==> src/logic/sccs_pkg.sv <==
// constants and types for the system clock source control block
package sccs_pkg;
   // register addresses (word index on the plain port)
   localparam logic [3:0] A_CSR = 4'h0;
   localparam logic [3:0] A_FTRIM = 4'h1;
   localparam logic [3:0] A_STRIM = 4'h2;
   localparam logic [3:0] A_TTRIMA = 4'h3;
   localparam logic [3:0] A_TTRIMB = 4'h4;
   localparam logic [3:0] A_FUSE = 4'h5;
   localparam logic [3:0] A_PWR = 4'h6;
   localparam logic [3:0] A_STAT = 4'h7;
   // clock setting register fields
   localparam int CSR_RDY = 7;
   localparam int CSR_TRIG = 6;
   localparam int CSR_START = 4;
   // fuse readback field
   localparam int FUSE_DIV8 = 5;
   // power control fields
   localparam int PWR_CORE = 0;
   localparam int PWR_IO = 1;
   localparam int PWR_CONV = 2;
   localparam int PWR_DOWN = 3;
   // source codes
   localparam logic [3:0] SRC_EXT = 4'h0;
   localparam logic [3:0] SRC_FAST = 4'h2;
   localparam logic [3:0] SRC_SLOW = 4'h4;
   localparam logic [1:0] IDX_SLOW = 2'h2;
   // start-up counts in source cycles
   localparam logic [15:0] CK_PD = 16'h0006;
   localparam logic [15:0] CK_RST_FAST = 16'h0014;
   localparam logic [15:0] CK_RST_OTH = 16'h0016;
   localparam logic [15:0] CK_RES_PD = 16'h0102;
   localparam logic [15:0] CK_RES_RST = 16'h0112;
   localparam logic [15:0] CK_RES_1K = 16'h0400;
   localparam int CK_XTAL_DEF = 16384;
   // reset time-out in slow oscillator cycles, rounded up
   localparam int TOUT_MS = 16;
   localparam int SLOW_HZ = 32768;
   localparam logic [15:0] TOUT_TICKS =
      16'((TOUT_MS * SLOW_HZ + 999) / 1000);
   // sync settle cycles before the fuse load
   localparam logic [1:0] LOAD_WAIT = 2'h2;
   localparam logic [7:0] PWR_RST = 8'h00;
   typedef enum logic [2:0] {
      ST_LOAD, ST_TOUT, ST_CKWAIT, ST_RUN, ST_DOWN, ST_WAKE
   } sccs_state_t;
endpackage : sccs_pkg

==> src/logic/sccs_top.sv <==
// system clock source selection, start-up timing and domain gating
//
// Behaviour
// - clocks of unused domains stop under sleep and power settings
// - stopping core clock halts the core completely until it resumes
// - peripheral clock domain gated separately from core clock
// - some external interrupts detected without the peripheral clock
// - flash interface clock runs whenever the core clock runs
// - converter clock keeps running while core and peripheral stop
// - system clock from external, fast, slow or resonator source
// - source fuses copied into run-time select bits at every reset
// - fuses readable but never writable by firmware
// - source switching gives no glitch or short pulse
// - power-down wake timed on selected source, execution held
// - reset start adds delay timed by slow oscillator
// - start-up length set by start-up bit and source select
// - fast trim loaded from factory value during reset
// - fast trim writable any time, each write retunes
// - both fast temperature trims loaded during reset
// - slow trim loaded from factory value during reset
// - slow oscillator still clocks watchdog and reset time-out
// - unprogrammed default is fast source, long start, divide by eight
// - codes 0000, 0010, 0100 and 1xxx; others reserved
// - select with trigger switches now, without only enables
`timescale 1ns/100ps
module sccs_top
   import sccs_pkg::*;
#(
   parameter int P_XTAL_CK = CK_XTAL_DEF // crystal start-up cycles
) (
   input wire logic SYS_CLK, // 200 MHz system clock
   input wire logic RESET_N, // async reset, active low
   input wire logic [3:0] ADDR, // register address
   input wire logic [7:0] WDATA, // write data
   input wire logic WR, // write strobe
   input wire logic RD, // read strobe
   output logic [7:0] RDATA, // read data, cycle after RD
   input wire logic EXT_CLK_IN, // external clock input pin
   input wire logic FAST_OSC_CLK, // fast internal oscillator
   input wire logic SLOW_OSC_CLK, // slow low-power oscillator
   input wire logic RESON_AMP_IN, // resonator amplifier input
   input wire logic WAKE_IRQ, // async external interrupt
   input wire logic [3:0] FUSE_SRC_SEL, // source select fuses
   input wire logic FUSE_START_SEL, // start-up time fuse
   input wire logic FUSE_DIV8, // divide by eight fuse
   input wire logic [7:0] FACT_FTRIM, // factory fast trim
   input wire logic [7:0] FACT_STRIM, // factory slow trim
   input wire logic [7:0] FACT_TTRIMA, // factory temp trim a
   input wire logic [7:0] FACT_TTRIMB, // factory temp trim b
   output logic RESON_AMP_OUT, // resonator amplifier output
   output logic [3:0] OSC_ENABLE, // ext, fast, slow, resonator
   output logic [7:0] FAST_OSC_TRIM, // fast oscillator trim
   output logic [7:0] SLOW_OSC_TRIM, // slow oscillator trim
   output logic [7:0] TEMP_TRIM_A, // fast temp trim a
   output logic [7:0] TEMP_TRIM_B, // fast temp trim b
   output logic PRESCALE_DIV8, // prescaler divide by eight
   output logic CORE_CLK, // gated core clock
   output logic PERIPH_CLK, // gated peripheral clock
   output logic FLASH_CLK, // gated flash interface clock
   output logic CONV_CLK, // gated converter clock
   output logic EXEC_HOLD // instruction execution held
);

   // map a select code to its source index
   function automatic logic [1:0] src_idx(input logic [3:0] c);
      if (c[3]) begin
         return 2'h3;
      end else if (c == SRC_FAST) begin
         return 2'h1;
      end else if (c == SRC_SLOW) begin
         return IDX_SLOW;
      end
      return 2'h0;
   endfunction : src_idx

   // reserved codes are refused
   function automatic logic code_ok(input logic [3:0] c);
      return c[3] || c == SRC_EXT || c == SRC_FAST || c == SRC_SLOW;
   endfunction : code_ok

   // start-up cycles from source, start bit and cause
   function automatic logic [15:0] ck_count(input logic [3:0] c,
      input logic ss, input logic rst);
      if (c[3] && ss && !c[0]) begin
         return CK_RES_1K;
      end else if (c[3] && c[0]) begin
         return 16'(P_XTAL_CK);
      end else if (c[3]) begin
         return rst ? CK_RES_RST : CK_RES_PD;
      end else if (!rst) begin
         return CK_PD;
      end
      return (c == SRC_FAST) ? CK_RST_FAST : CK_RST_OTH;
   endfunction : ck_count

   sccs_state_t state_reg, state_next;
   logic [3:0] src_s1, src_s2, src_d;
   logic [3:0] rise;
   logic irq_s1, irq_s2;
   logic [37:0] fz_s1, fz_s2;
   logic [1:0] load_cnt_reg;
   logic [15:0] cnt_reg;
   logic [15:0] warm_cnt_reg;
   logic [3:0] act_sel_reg, pend_sel_reg, tgt_reg;
   logic start_sel_reg, sw_reg, rdy_reg;
   logic [3:0] fuse_sel_reg;
   logic fuse_start_reg;
   logic [7:0] pwr_reg;
   logic sys_reg, sys_next, lvl_cur;
   logic gate_core_reg, gate_io_reg, gate_conv_reg;
   logic gc_eff, gi_eff, gv_eff;
   logic load_now, wr_csr, trig_ok, sw_done, act_rise;

   // pins and oscillators pass two flops; third flop only for edges
   always_ff @(posedge SYS_CLK or negedge RESET_N) begin
      if (!RESET_N) begin
         src_s1 <= 4'h0;
         src_s2 <= 4'h0;
         src_d <= 4'h0;
      end else begin
         src_s1 <= {RESON_AMP_IN, SLOW_OSC_CLK, FAST_OSC_CLK, EXT_CLK_IN};
         src_s2 <= src_s1;
         src_d <= src_s2;
      end
   end
   assign rise = src_s2 & ~src_d;
   assign act_rise = rise[src_idx(act_sel_reg)];
   assign lvl_cur = src_s2[src_idx(act_sel_reg)];

   // interrupt seen on the free-running clock, not the gated one
   always_ff @(posedge SYS_CLK or negedge RESET_N) begin
      if (!RESET_N) begin
         irq_s1 <= 1'b0;
         irq_s2 <= 1'b0;
      end else begin
         irq_s1 <= WAKE_IRQ;
         irq_s2 <= irq_s1;
      end
   end

   // fuse and factory values are static but still synchronised
   always_ff @(posedge SYS_CLK or negedge RESET_N) begin
      if (!RESET_N) begin
         fz_s1 <= 38'h0;
         fz_s2 <= 38'h0;
      end else begin
         fz_s1 <= {FUSE_DIV8, FUSE_START_SEL, FUSE_SRC_SEL, FACT_FTRIM,
            FACT_STRIM, FACT_TTRIMA, FACT_TTRIMB};
         fz_s2 <= fz_s1;
      end
   end

   assign load_now = state_reg == ST_LOAD && load_cnt_reg == LOAD_WAIT;
   assign wr_csr = WR && ADDR == A_CSR;
   assign trig_ok = wr_csr && WDATA[CSR_TRIG] && code_ok(WDATA[3:0]);
   assign sw_done = sw_reg && !sys_reg && !src_s2[src_idx(tgt_reg)];

   // settle counter before the fuse load
   always_ff @(posedge SYS_CLK or negedge RESET_N) begin
      if (!RESET_N) begin
         load_cnt_reg <= 2'h0;
      end else if (state_reg == ST_LOAD && !load_now) begin
         load_cnt_reg <= load_cnt_reg + 2'h1;
      end
   end

   // start-up sequencing
   always_comb begin
      state_next = state_reg;
      case (state_reg)
         ST_LOAD: begin
            if (load_now) begin
               state_next = ST_TOUT;
            end
         end
         ST_TOUT: begin
            if (rise[IDX_SLOW] && cnt_reg == TOUT_TICKS - 16'h1) begin
               state_next = ST_CKWAIT;
            end
         end
         ST_CKWAIT: begin
            if (act_rise &&
               cnt_reg == ck_count(act_sel_reg, start_sel_reg, 1'b1) - 16'h1)
            begin
               state_next = ST_RUN;
            end
         end
         ST_RUN: begin
            if (pwr_reg[PWR_DOWN]) begin
               state_next = ST_DOWN;
            end
         end
         ST_DOWN: begin
            if (irq_s2) begin
               state_next = ST_WAKE;
            end
         end
         ST_WAKE: begin
            if (act_rise &&
               cnt_reg == ck_count(act_sel_reg, start_sel_reg, 1'b0) - 16'h1)
            begin
               state_next = ST_RUN;
            end
         end
         default: state_next = ST_LOAD;
      endcase
   end

   always_ff @(posedge SYS_CLK or negedge RESET_N) begin
      if (!RESET_N) begin
         state_reg <= ST_LOAD;
      end else begin
         state_reg <= state_next;
      end
   end

   // one counter serves time-out, reset start and wake start
   always_ff @(posedge SYS_CLK or negedge RESET_N) begin
      if (!RESET_N) begin
         cnt_reg <= 16'h0;
      end else if (state_next != state_reg) begin
         cnt_reg <= 16'h0;
      end else if (state_reg == ST_TOUT && rise[IDX_SLOW]) begin
         cnt_reg <= cnt_reg + 16'h1;
      end else if ((state_reg == ST_CKWAIT || state_reg == ST_WAKE) &&
         act_rise) begin
         cnt_reg <= cnt_reg + 16'h1;
      end
   end

   // execution held until start-up completes
   always_ff @(posedge SYS_CLK or negedge RESET_N) begin
      if (!RESET_N) begin
         EXEC_HOLD <= 1'b1;
      end else begin
         EXEC_HOLD <= state_next != ST_RUN;
      end
   end

   // select bits: fuse load, plain write, triggered switch
   always_ff @(posedge SYS_CLK or negedge RESET_N) begin
      if (!RESET_N) begin
         act_sel_reg <= SRC_FAST;
         pend_sel_reg <= SRC_FAST;
         tgt_reg <= SRC_FAST;
         start_sel_reg <= 1'b1;
         sw_reg <= 1'b0;
      end else if (load_now) begin
         act_sel_reg <= fz_s2[35:32];
         pend_sel_reg <= fz_s2[35:32];
         tgt_reg <= fz_s2[35:32];
         start_sel_reg <= fz_s2[36];
         sw_reg <= 1'b0;
      end else begin
         if (wr_csr) begin
            start_sel_reg <= WDATA[CSR_START];
         end
         if (wr_csr && code_ok(WDATA[3:0])) begin
            pend_sel_reg <= WDATA[3:0];
         end
         if (trig_ok) begin
            tgt_reg <= WDATA[3:0];
            sw_reg <= 1'b1;
         end else if (sw_done) begin
            act_sel_reg <= tgt_reg;
            sw_reg <= 1'b0;
         end
      end
   end

   // ready flag: pending source warmed for its wake count
   always_ff @(posedge SYS_CLK or negedge RESET_N) begin
      if (!RESET_N) begin
         warm_cnt_reg <= 16'h0;
         rdy_reg <= 1'b0;
      end else if (load_now || (wr_csr && code_ok(WDATA[3:0]))) begin
         warm_cnt_reg <= 16'h0;
         rdy_reg <= 1'b0;
      end else if (!rdy_reg && rise[src_idx(pend_sel_reg)]) begin
         warm_cnt_reg <= warm_cnt_reg + 16'h1;
         if (warm_cnt_reg == ck_count(pend_sel_reg, start_sel_reg, 1'b0) -
            16'h1) begin
            rdy_reg <= 1'b1;
         end
      end
   end

   // fuse snapshot readable only
   always_ff @(posedge SYS_CLK or negedge RESET_N) begin
      if (!RESET_N) begin
         fuse_sel_reg <= SRC_FAST;
         fuse_start_reg <= 1'b1;
         PRESCALE_DIV8 <= 1'b1;
      end else if (load_now) begin
         fuse_sel_reg <= fz_s2[35:32];
         fuse_start_reg <= fz_s2[36];
         PRESCALE_DIV8 <= fz_s2[37];
      end
   end

   // trims: factory load at reset, firmware may overwrite
   always_ff @(posedge SYS_CLK or negedge RESET_N) begin
      if (!RESET_N) begin
         FAST_OSC_TRIM <= 8'h00;
         SLOW_OSC_TRIM <= 8'h00;
         TEMP_TRIM_A <= 8'h00;
         TEMP_TRIM_B <= 8'h00;
      end else if (load_now) begin
         FAST_OSC_TRIM <= fz_s2[31:24];
         SLOW_OSC_TRIM <= fz_s2[23:16];
         TEMP_TRIM_A <= fz_s2[15:8];
         TEMP_TRIM_B <= fz_s2[7:0];
      end else if (WR) begin
         if (ADDR == A_FTRIM) begin
            FAST_OSC_TRIM <= WDATA;
         end
         if (ADDR == A_STRIM) begin
            SLOW_OSC_TRIM <= WDATA;
         end
         if (ADDR == A_TTRIMA) begin
            TEMP_TRIM_A <= WDATA;
         end
         if (ADDR == A_TTRIMB) begin
            TEMP_TRIM_B <= WDATA;
         end
      end
   end

   // power control; the wake interrupt ends idle and power-down
   always_ff @(posedge SYS_CLK or negedge RESET_N) begin
      if (!RESET_N) begin
         pwr_reg <= PWR_RST;
      end else if (WR && ADDR == A_PWR) begin
         pwr_reg <= {4'h0, WDATA[3:0]};
      end else if (irq_s2) begin
         pwr_reg[PWR_DOWN] <= 1'b0;
         pwr_reg[PWR_CORE] <= 1'b0;
      end
   end

   // oscillator enables; slow one always on for watchdog
   always_ff @(posedge SYS_CLK or negedge RESET_N) begin
      if (!RESET_N) begin
         OSC_ENABLE <= 4'h0;
         RESON_AMP_OUT <= 1'b0;
      end else begin
         for (int i = 0; i < 4; i++) begin
            OSC_ENABLE[i] <= (i == int'(IDX_SLOW)) ||
               (state_reg != ST_DOWN && state_reg != ST_LOAD &&
               (i == int'(src_idx(act_sel_reg)) ||
               i == int'(src_idx(pend_sel_reg)) ||
               (sw_reg && i == int'(src_idx(tgt_reg)))));
         end
         RESON_AMP_OUT <= OSC_ENABLE[3] && !src_s2[3];
      end
   end

   // system level follows source; in a switch it parks low first
   always_comb begin
      if (state_reg == ST_LOAD) begin
         sys_next = 1'b0;
      end else if (sw_reg) begin
         sys_next = sys_reg && lvl_cur;
      end else begin
         sys_next = lvl_cur;
      end
   end

   always_ff @(posedge SYS_CLK or negedge RESET_N) begin
      if (!RESET_N) begin
         sys_reg <= 1'b0;
      end else begin
         sys_reg <= sys_next;
      end
   end

   // gate wishes apply only while the level is low
   assign gc_eff = sys_reg ? gate_core_reg :
      (state_reg == ST_RUN && !pwr_reg[PWR_CORE]);
   assign gi_eff = sys_reg ? gate_io_reg :
      (state_reg == ST_RUN && !pwr_reg[PWR_IO]);
   assign gv_eff = sys_reg ? gate_conv_reg :
      (state_reg == ST_RUN && !pwr_reg[PWR_CONV]);

   always_ff @(posedge SYS_CLK or negedge RESET_N) begin
      if (!RESET_N) begin
         gate_core_reg <= 1'b0;
         gate_io_reg <= 1'b0;
         gate_conv_reg <= 1'b0;
      end else begin
         gate_core_reg <= gc_eff;
         gate_io_reg <= gi_eff;
         gate_conv_reg <= gv_eff;
      end
   end

   // gated domain clocks, all from flops
   always_ff @(posedge SYS_CLK or negedge RESET_N) begin
      if (!RESET_N) begin
         CORE_CLK <= 1'b0;
         FLASH_CLK <= 1'b0;
         PERIPH_CLK <= 1'b0;
         CONV_CLK <= 1'b0;
      end else begin
         CORE_CLK <= sys_next && gc_eff;
         FLASH_CLK <= sys_next && gc_eff;
         PERIPH_CLK <= sys_next && gi_eff;
         CONV_CLK <= sys_next && gv_eff;
      end
   end

   // read data stands for one cycle only
   always_ff @(posedge SYS_CLK or negedge RESET_N) begin
      if (!RESET_N) begin
         RDATA <= 8'h00;
      end else if (!RD) begin
         RDATA <= 8'h00;
      end else begin
         case (ADDR)
            A_CSR: RDATA <= {rdy_reg, 2'b00, start_sel_reg, pend_sel_reg};
            A_FTRIM: RDATA <= FAST_OSC_TRIM;
            A_STRIM: RDATA <= SLOW_OSC_TRIM;
            A_TTRIMA: RDATA <= TEMP_TRIM_A;
            A_TTRIMB: RDATA <= TEMP_TRIM_B;
            A_FUSE: RDATA <= {2'b00, PRESCALE_DIV8, fuse_start_reg,
               fuse_sel_reg};
            A_PWR: RDATA <= pwr_reg;
            A_STAT: RDATA <= {act_sel_reg, sw_reg, gate_conv_reg,
               gate_io_reg, gate_core_reg};
            default: RDATA <= 8'h00;
         endcase
      end
   end
endmodule : sccs_top

==> config.mk <==
export PLATFORM = sky130hd
export DESIGN_NAME = sccs_top
export DESIGN_NICKNAME = d
export VERILOG_FILES = /design/src/logic/sccs_pkg.sv /design/src/logic/sccs_top.sv
export SDC_FILE = /design/constraint.sdc
export NUM_CORES = 1
export LEC_CHECK = 0
export BUFFER_PORTS_ARGS = -buffer_cell sky130_fd_sc_hd__buf_2
export CORE_ASPECT_RATIO = 0.75
export CORE_UTILIZATION = 52
export CTS_BUF_LIST = sky130_fd_sc_hd__clkbuf_4 sky130_fd_sc_hd__clkbuf_8 sky130_fd_sc_hd__clkbuf_16
export DETAILED_ROUTE_END_ITERATION = 6
export PLACE_DENSITY = 0.74
export SYNTH_ARGS = -nofsm -noshare
export SYNTH_HDL_FRONTEND = slang
export SYNTH_SLANG_ARGS = --single-unit
==> constraint.sdc <==
create_clock -name SYS_CLK -period 3.15 [get_ports SYS_CLK]
set_input_delay 0 -clock SYS_CLK [delete_from_list [all_inputs] [get_ports SYS_CLK]]
set_output_delay 0 -clock SYS_CLK [all_outputs]
set_load 0.02 [all_outputs]
==> results.txt, run 1 <==
The flow ran to the end, and the final reports show no timing, DRC or antenna violations. The first TritonRoute pass finished after 5 iterations. The share of synthesized registers carrying an async set or reset came out at 100%.

For this block, the initial DRC count from the detailed router was 614. The largest net degree at the start of global routing is 99. TritonCTS built the clock tree. The least setup slack across all paths after layout came out at 53.3 ps.

The number of violations of the max-capacitance limit came out at 0. The achievable frequency is 0.323 GHz. Counting stages on the worst path, the most repeated cell is sky130_fd_sc_hd__ha_4. The largest fanout of any net on the critical path came out at 8.

The detailed-route wire length came out at 21500 µm. The mean routed wirelength per cell is 18.1 µm. The count of pins over their slew limit is 0. The final sum of negative setup slack is 0 ps. The share of the Yosys chip area taken by registers is 57.7%.

The synthesis-to-layout area growth came out at 24.7%. TritonCTS created 21 clock buffers. Cells fill 66.3% of the core in the end. The endpoint arrival time on the critical path is 3480 ps. The number of synthesis warnings is 0.

The final hold violation count came out at 0. Across every metal layer, demand over resource in global routing totals 24.8%. The part of the cycle the worst path needs came out at 98.3%. The net count after synthesis came out at 862.

The clock latency on the worst-skew pair is 510 ps. For this run, the number of standard cells in the final layout without fillers is 1187. The die covers 17700 µm². The buffer depth of the longest clock path came out at 3. The post-placement cell count came out at 1091. The headroom to the max-slew limit came out at 47.8%. The minimum setup slack after placement is -59.0 ps. The initial core utilization came out at 53.1%. The number of antenna diodes came out at 0. The kind of end point of the critical path is a flop. The chip height is 115 µm. The number of core rows is 41.

The clock transition time at the flip-flop clock pins of the worst setup and hold paths is 60 ps. After synthesis, the mean cell area works out to 11.2 µm². The leakage power of the design is 4.98 nW.

The kind of cell adding the most delay to the critical path is simple AND/OR/NAND/NOR gates. The via count of the first global-routing pass is 6457. The pin slew with the least headroom to its limit is 782 ps. The slack of the worst reg-to-reg path is 50 ps. In this run the remaining antenna-violating nets after routing total 0. Counting both buffers and inverters, the worst setup path holds a total of 1. The power per cell area came out at 706 nW/µm². The overflow left after global routing is 0. The tightest min-delay check is of the in2reg type. The first-pass GRT wire length came out at 34400 µm. The initial antenna violation count came to 0. The critical path starts at act_sel_reg[1]$_DFFE_PN1P_. Measured along the x axis, the die boundary spans 153 µm. The worst clock skew on the final layout came out at 13.6 ps. Input and output buffers added on the ports amount to 109. The depth of the CTS H-tree is 1. The final RePlAce weighted congestion is 0.911. The cell count after synthesis came out at 795. In the final layout, the multi-input gates occupy 3580 µm². The worst setup path is launched from a flop. The total setup violations reported at the end of the flow came out at 0.

The buffer cell driving the clock tree root is sky130_fd_sc_hd__clkbuf_16. The clock period minus final worst setup slack is 3100 ps. The worst path required time is 3530 ps. In this run the critical register-to-register path is launched from act_sel_reg[1]$_DFFE_PN1P_.

The final-layout fill cell count came out at 1229. The total core area is 16800 µm². Detailed placement ended at an HPWL of 14000 µm.

The most instantiated flip-flop cell in the synthesis netlist is sky130_fd_sc_hd__dfrtp_1. The routed via count is 6645. The top-level I/O count is 110. In the final layout, flip-flops and latches occupy 5140 µm². The flip-flop and latch count after synthesis is 205. The worst setup path is of the reg2reg kind. The average via count per standard cell is 5.60.

Setup repair after global routing could not meet its margin everywhere. In the final layout, the registers with the most flip-flops are fz_s1 x38, fz_s2 x38. The tree built by TritonCTS fans out to 205 sinks. For this run, the post-layout net count is 1025.

The DRC violation count after routing is 0. The synthesized cell area came out at 8910 µm². The slowest library cell on the worst path is sky130_fd_sc_hd__dfstp_2. The depth of the worst register-to-register path is 12.

The signal on the critical path passes through or4b_4 -> nand2_4 -> ha_4 -> ha_4 -> ha_4 -> xor2_1 -> o2111ai_2 -> a2111oi_4 -> nand4_1 -> a22oi_4 -> clkbuf_16 -> nor2_1. The share of cells above drive strength 1 is 22.7%. The largest single stage delay on the critical path is 520 ps. The worst-case IR drop observed on VDD is 0.494 mV. The count of unique library cells instantiated by Yosys came out at 69. The critical path runs through a total of 12 cells. The count of flip-flops with a built-in enable after synthesis came out at 0. The critical path ends at cnt_reg[7]$_DFFE_PN0P_. In this run the critical register-to-register path is captured at cnt_reg[7]$_DFFE_PN0P_.
per-layer routing:
layer | GRT usage (%) | share of wire [%]
met5 | 0 | 0
met3 | 4.82 | 7.1
met4 | 5.93 | 1.9
met1 | 36.3 | 46
met2 | 38.4 | 45
worst register-to-register path: cells and delay by family (launching register included):
family	cells	cell delay [ps]
AND/OR/NAND/NOR	4	830
AO/OA/AOI/OAI	3	780
flip-flops	1	520
adder cells (fa/ha/maj)	3	460
buffers and inverters	1	210
XOR/XNOR	1	170
how the worst min path moves through the flow:
stage	end	cells past startpoint	from	slack, ps
floorplan	CONV_CLK$_DFF_PN0_	0	RESET_N	-300
global placement	cnt_reg[14]$_DFFE_PN0P_	1	RESET_N	60
detailed placement	cnt_reg[14]$_DFFE_PN0P_	1	RESET_N	60
CTS	RDATA[7]$_DFF_PN0_	3	RD	20
global route	RDATA[7]$_DFF_PN0_	3	RD	70
finish	RDATA[7]$_DFF_PN0_	3	RD	60
timing repair:
item,in CTS,in global routing
pin swaps,1,6
endpoints found under the hold margin,169,0
setup buffers,1,2
resized for setup,1,11
hold buffers,55,0
cloned,0,1
setup endpoints to repair,16,18
cell families after synthesis:
kind of cell | synth area share [%]
AO/OA/AOI/OAI | 12.0
XOR/XNOR | 3.24
adder cells (fa/ha/maj) | 1.12
buffers and inverters | 3.06
flip-flops | 57.7
multiplexers | 8.38
other | 0.0421
AND/OR/NAND/NOR | 14.5
where the power goes:
part / switching [W] / internal [W] / leakage [nW]
Clock: 0.00101 / 0.00171 / 0.376
Combinational: 0.00103 / 0.000768 / 2.13
Sequential: 0.000367 / 0.00296 / 2.48
Total: 0.00241 / 0.00544 / 4.98
stage by stage:
stage / power, W / hold WS (ps) / area (µm²)
6_report: 0.00785 / 56.2 / 11100
5_1_grt: 0.00821 / 66.2 / 11100
4_1_cts: 0.00777 / 18.4 / 11000
3_5_place_dp: 0.00498 / 55.1 / 9680
3_3_place_gp: 0.00493 / 64.5 / 9680
2_1_floorplan: 0.00439 / -296 / 8920
cells in the mapped netlist (4+ instances only):
library cell	number	area (µm²)
sky130_fd_sc_hd__a2111oi_2	4	60.1
sky130_fd_sc_hd__buf_1	6	22.5
sky130_fd_sc_hd__nor4_1	5	31.3
sky130_fd_sc_hd__ha_1	8	100
sky130_fd_sc_hd__and3_1	5	31.3
sky130_fd_sc_hd__nor2b_1	17	106
sky130_fd_sc_hd__buf_2	11	55.1
sky130_fd_sc_hd__dfstp_2	8	210
sky130_fd_sc_hd__o211ai_1	6	45.0
sky130_fd_sc_hd__o21ai_0	51	255
sky130_fd_sc_hd__mux2_2	9	101
sky130_fd_sc_hd__nand3_1	20	100
sky130_fd_sc_hd__inv_1	15	56.3
sky130_fd_sc_hd__a31oi_1	8	50.1
sky130_fd_sc_hd__nand2_1	107	402
sky130_fd_sc_hd__nor3b_1	4	30.0
sky130_fd_sc_hd__or3_1	7	43.8
sky130_fd_sc_hd__o2111ai_1	4	35.0
sky130_fd_sc_hd__a211oi_1	6	45.0
sky130_fd_sc_hd__nor3_1	9	45.0
sky130_fd_sc_hd__mux2i_1	51	510
sky130_fd_sc_hd__nand4_1	7	43.8
sky130_fd_sc_hd__dfrtp_1	197	4930
sky130_fd_sc_hd__xor2_1	16	140
sky130_fd_sc_hd__mux4_2	6	135
sky130_fd_sc_hd__and4_1	6	52.6
sky130_fd_sc_hd__clkbuf_1	24	90.1
sky130_fd_sc_hd__a21oi_1	38	190
sky130_fd_sc_hd__o31ai_1	5	37.5
sky130_fd_sc_hd__and2_1	5	31.3
sky130_fd_sc_hd__xnor2_1	17	149
sky130_fd_sc_hd__nor2_1	56	210
cells in the final DEF, fill, tap and decap left out, types with 6 or more instances in the layout:
cell,synthesis,layout
sky130_fd_sc_hd__a211oi_1,6,6
sky130_fd_sc_hd__a21oi_1,38,37
sky130_fd_sc_hd__a31oi_1,8,8
sky130_fd_sc_hd__and4_1,6,6
sky130_fd_sc_hd__buf_2,11,108
sky130_fd_sc_hd__buf_4,2,19
sky130_fd_sc_hd__clkbuf_16,0,22
sky130_fd_sc_hd__dfrtp_1,197,197
sky130_fd_sc_hd__dfstp_2,8,8
sky130_fd_sc_hd__dlygate4sd3_1,0,55
sky130_fd_sc_hd__inv_1,15,15
sky130_fd_sc_hd__mux2_2,9,9
sky130_fd_sc_hd__mux2i_1,51,51
sky130_fd_sc_hd__mux4_2,6,6
sky130_fd_sc_hd__nand2_1,107,106
sky130_fd_sc_hd__nand3_1,20,20
sky130_fd_sc_hd__nand4_1,7,7
sky130_fd_sc_hd__nor2_1,56,56
sky130_fd_sc_hd__nor2b_1,17,17
sky130_fd_sc_hd__nor3_1,9,9
sky130_fd_sc_hd__o211ai_1,6,6
sky130_fd_sc_hd__o21ai_0,51,51
sky130_fd_sc_hd__or3_1,7,7
sky130_fd_sc_hd__xnor2_1,17,17
sky130_fd_sc_hd__xor2_1,16,16
layout make-up:
class,count,share of cell area (%)
inverter,15,0.507
sequential,205,46.2
tap,215,2.42
timing repair buffer,186,11.8
clock buffer,27,5.19
clock inverter,10,1.63
multi-input combinational,529,32.2
Note: power is estimated with default switching activity, not from simulation.
==> inputs of run 2 (changes only) <==
--- a/config.mk
+++ b/config.mk
@@ -6,11 +6,11 @@
 export NUM_CORES = 1
 export LEC_CHECK = 0
 export BUFFER_PORTS_ARGS = -buffer_cell sky130_fd_sc_hd__buf_2
-export CORE_ASPECT_RATIO = 0.75
-export CORE_UTILIZATION = 52
+export CORE_ASPECT_RATIO = 0.8
+export CORE_UTILIZATION = 58
 export CTS_BUF_LIST = sky130_fd_sc_hd__clkbuf_4 sky130_fd_sc_hd__clkbuf_8 sky130_fd_sc_hd__clkbuf_16
 export DETAILED_ROUTE_END_ITERATION = 6
-export PLACE_DENSITY = 0.74
+export PLACE_DENSITY_LB_ADDON = 0.05
 export SYNTH_ARGS = -nofsm -noshare
 export SYNTH_HDL_FRONTEND = slang
 export SYNTH_SLANG_ARGS = --single-unit
==> constraint.sdc (replaced) <==
create_clock -name SYS_CLK -period 2.9 [get_ports SYS_CLK]
set_input_delay 0 -clock SYS_CLK [delete_from_list [all_inputs] [get_ports SYS_CLK]]
set_output_delay 0 -clock SYS_CLK [all_outputs]
set_load 0.02 [all_outputs]
==> run 2 against run 1 <==
  * The flow now finishes with violations (negative setup slack)
  * Sequential share of layout area hardly changed
  * Non-clock buffer count is 5 higher
  * Routed wire length is 4.9% higher
  * First-iteration DRC count is 15% lower
  * Critical endpoint is now cnt_reg[0]$_DFFE_PN0P_
==> results.txt, run 2 (same netlist as run 1, synthesis figures left out) <==
The least setup slack across all paths after layout came out at -140 ps. The worst setup path is captured at a flop. The via count of the first global-routing pass is 6803. STA classifies the critical path startpoint as a flop. The clock latency on the worst-skew pair came out at 510 ps. The initial antenna violation count came out at 0. The number of detailed-routing iterations run before antenna repair came out at 5. In this run the critical register-to-register path is captured at cnt_reg[0]$_DFFE_PN0P_. The routed via count came out at 6869. For this configuration, the core starts out at a cell density of 59.4%. The initial DRC count came out at 523. By startpoint and endpoint, the worst setup path is classified as reg2reg. In this run the remaining antenna-violating nets after routing total 0.

The switching portion of total power came out at 31.4%. On the final layout, the worst clock skew is 16.3 ps. The worst hold path terminates at RDATA[3]$_DFF_PN0_. The headroom to the max-slew limit came out at 48.7%. The final worst hold slack is 58.2 ps. The run finished, with violations left.

The overflow left after global routing came out at 0. IR analysis of the VDD net gives a maximum drop of 0.558 mV. The buffer depth of the longest clock path is 3.

After clock tree synthesis, the clock-pin slew on the worst setup and hold paths is 60 ps. The met2 track demand over resource came out at 45.2%. TritonCTS built the clock tree. The largest fanout of any net on the critical path is 16. The detailed-route wire length came out at 22500 µm. The worst register-to-register path begins at act_sel_reg[1]$_DFFE_PN1P_. Data on the critical path is required at its endpoint by 3280 ps. The clock network fraction of total power came out at 34.5%.

The final RePlAce weighted congestion is 0.879. The depth of the worst register-to-register path is 12. The logic gate share of total power came out at 23.3%. The count of pins over their slew limit was 0.

In this run, flip-flops and latches consume 42.2% of the power. The overall track demand over capacity in global routing is 29.5%. The cell-internal power came out at 0.00588 W. The leakage power of the design came out at 5.01 nW. In this run the tool buffered the top-level ports with 109 buffer cells. Counting the fill cells in the layout gives 1008. The chip height came out at 113 µm. The die covers 15900 µm². The most used routing layer in global routing is met2.

The number of nets in the final layout is 1031. The tool flagged a number of max-cap violations equal to 0. For the worst setup path, the data arrival time is 3420 ps. The number of antenna diodes in the final layout is 0.

The DRC violation count after routing is 0. The minimum setup slack after placement came out at -206 ps. The worst hold path cell count is 3.

The area of the multi-input gates is 3560 µm². The class of the tightest hold or removal check is in2reg. Summed over all failing endpoints, the final setup total negative slack is -2040 ps. The average via count per standard cell is 5.88.

The reported net switching power is 0.00269 W. The total setup violations reported at the end of the flow is 18. The slack of the worst reg-to-reg path is -140 ps. In this run the most critical hold path is launched from ADDR[1].

The area taken by flip-flops and latches came out at 5140 µm². The achievable frequency came out at 0.329 GHz. Power comes to 0.00857 W.

Power spread over the standard cell area amounts to 770 nW/µm². Detailed placement ended at an HPWL of 14900 µm. The pin slew with the least headroom to its limit is 769 ps. The checks that failed: negative setup slack. The depth of the CTS H-tree came out at 1. Relative to the synthesized area, the layout overhead comes to 24.8%. TritonCTS created 22 clock buffers. The top-level I/O count came out at 110.

The share of cells above drive strength 1 is 23.4%. For this design, the sink count on the clock tree is 205. Setup repair after global routing could not meet its margin everywhere. After layout, the minimum clock period comes to 3040 ps. The commonest non-fill, non-tap cell in the layout is sky130_fd_sc_hd__dfrtp_1. The first-pass GRT wire length is 36100 µm. After floorplanning, the core was sized to cover 15000 µm². After floorplanning, the core was divided into 40 placement rows. Of the available clock period, the critical path in the final layout requires 105%.

The buffer cell driving the clock tree root is sky130_fd_sc_hd__clkbuf_16. The global-route track usage on met1 came out at 43.5%. Entering global routing, the biggest net connects 73 pins. In the final routed layout, each cell accounts on average for 19.3 µm. The top cell types in the final layout, fill and taps aside, are sky130_fd_sc_hd__dfrtp_1 (197), sky130_fd_sc_hd__buf_2 (108), sky130_fd_sc_hd__nand2_1 (106). The die is 141 µm wide.

The global-route track usage on met3 came out at 6.22%. The largest registers in the layout are fz_s1 x38, fz_s2 x38. The final hold violation count is 0.
## run 2: cell type report
| cell class | instances | share of cell area, % |
|---|---|---|
| flip-flops and latches | 205 | 46.2 |
| clock inverters | 9 | 1.05 |
| multi-input cells | 529 | 32.0 |
| well taps | 189 | 2.13 |
| clock buffers | 31 | 6.05 |
| inverters | 15 | 0.506 |
| repair buffers | 191 | 12.1 |
## run 2: per-stage QoR
stage / instances / cell area (µm²) / util (%)
CTS: 1169 / 11100 / 74.1
global placement: 1074 / 9770 / 65.1
floorplan: 795 / 8960 / -
finish: 1169 / 11100 / 74.1
detailed placement: 1074 / 9770 / 65.1
global route: 1169 / 11100 / 74.1
## run 2: power by group through the flow
stage               clock network, W  logic, W  registers (W)
floorplan                          0   0.00117        0.00366
global placement                   0   0.00184        0.00363
detailed placement                 0   0.00189        0.00365
CTS                          0.00300   0.00199        0.00360
global route                 0.00313   0.00219        0.00365
finish                       0.00296   0.00200        0.00361
## run 2: critical path, cell delays in order (launching register included)
cell                        delay (ps)
sky130_fd_sc_hd__dfstp_2           530
sky130_fd_sc_hd__or4b_4            490
sky130_fd_sc_hd__nand2_4           100
sky130_fd_sc_hd__ha_4              150
sky130_fd_sc_hd__ha_4              140
sky130_fd_sc_hd__ha_4              190
sky130_fd_sc_hd__xor2_1            140
sky130_fd_sc_hd__o2111ai_1         130
sky130_fd_sc_hd__a2111oi_2         350
sky130_fd_sc_hd__nand4_1           250
sky130_fd_sc_hd__a22oi_4           250
sky130_fd_sc_hd__buf_12            160
sky130_fd_sc_hd__nor2_2             50
## run 2: worst max path at each step
stage                     slack [ps]                  startpoint  cells past startpoint                 endpoint
final                           -140  act_sel_reg[1]$_DFFE_PN1P_                     12   cnt_reg[0]$_DFFE_PN0P_
after global routing            -290  act_sel_reg[1]$_DFFE_PN1P_                     12   cnt_reg[2]$_DFFE_PN0P_
after CTS                       -120  act_sel_reg[1]$_DFFE_PN1P_                     12   cnt_reg[0]$_DFFE_PN0P_
after detailed placement        -210  act_sel_reg[1]$_DFFE_PN1P_                     12  cnt_reg[15]$_DFFE_PN0P_
after global placement          -150  act_sel_reg[1]$_DFFE_PN1P_                     12  cnt_reg[15]$_DFFE_PN0P_
after floorplan                 -120  act_sel_reg[1]$_DFFE_PN1P_                     13   cnt_reg[2]$_DFFE_PN0P_
## run 2: what timing repair did
item | CTS | global route
hold endpoints to repair | 186 | 0
endpoints found under the setup margin | 18 | 18
hold buffers | 54 | 0
resized for setup | 5 | 0
setup buffers | 2 | 0
pin swaps | 4 | 0
## run 2: per-layer routing
metal / wire, µm / up-vias
met5: 0 / -
met4: 426 / 0
met2: 10200 / 249
li1: - / 3134
met1: 10200 / 3445
met3: 1660 / 41
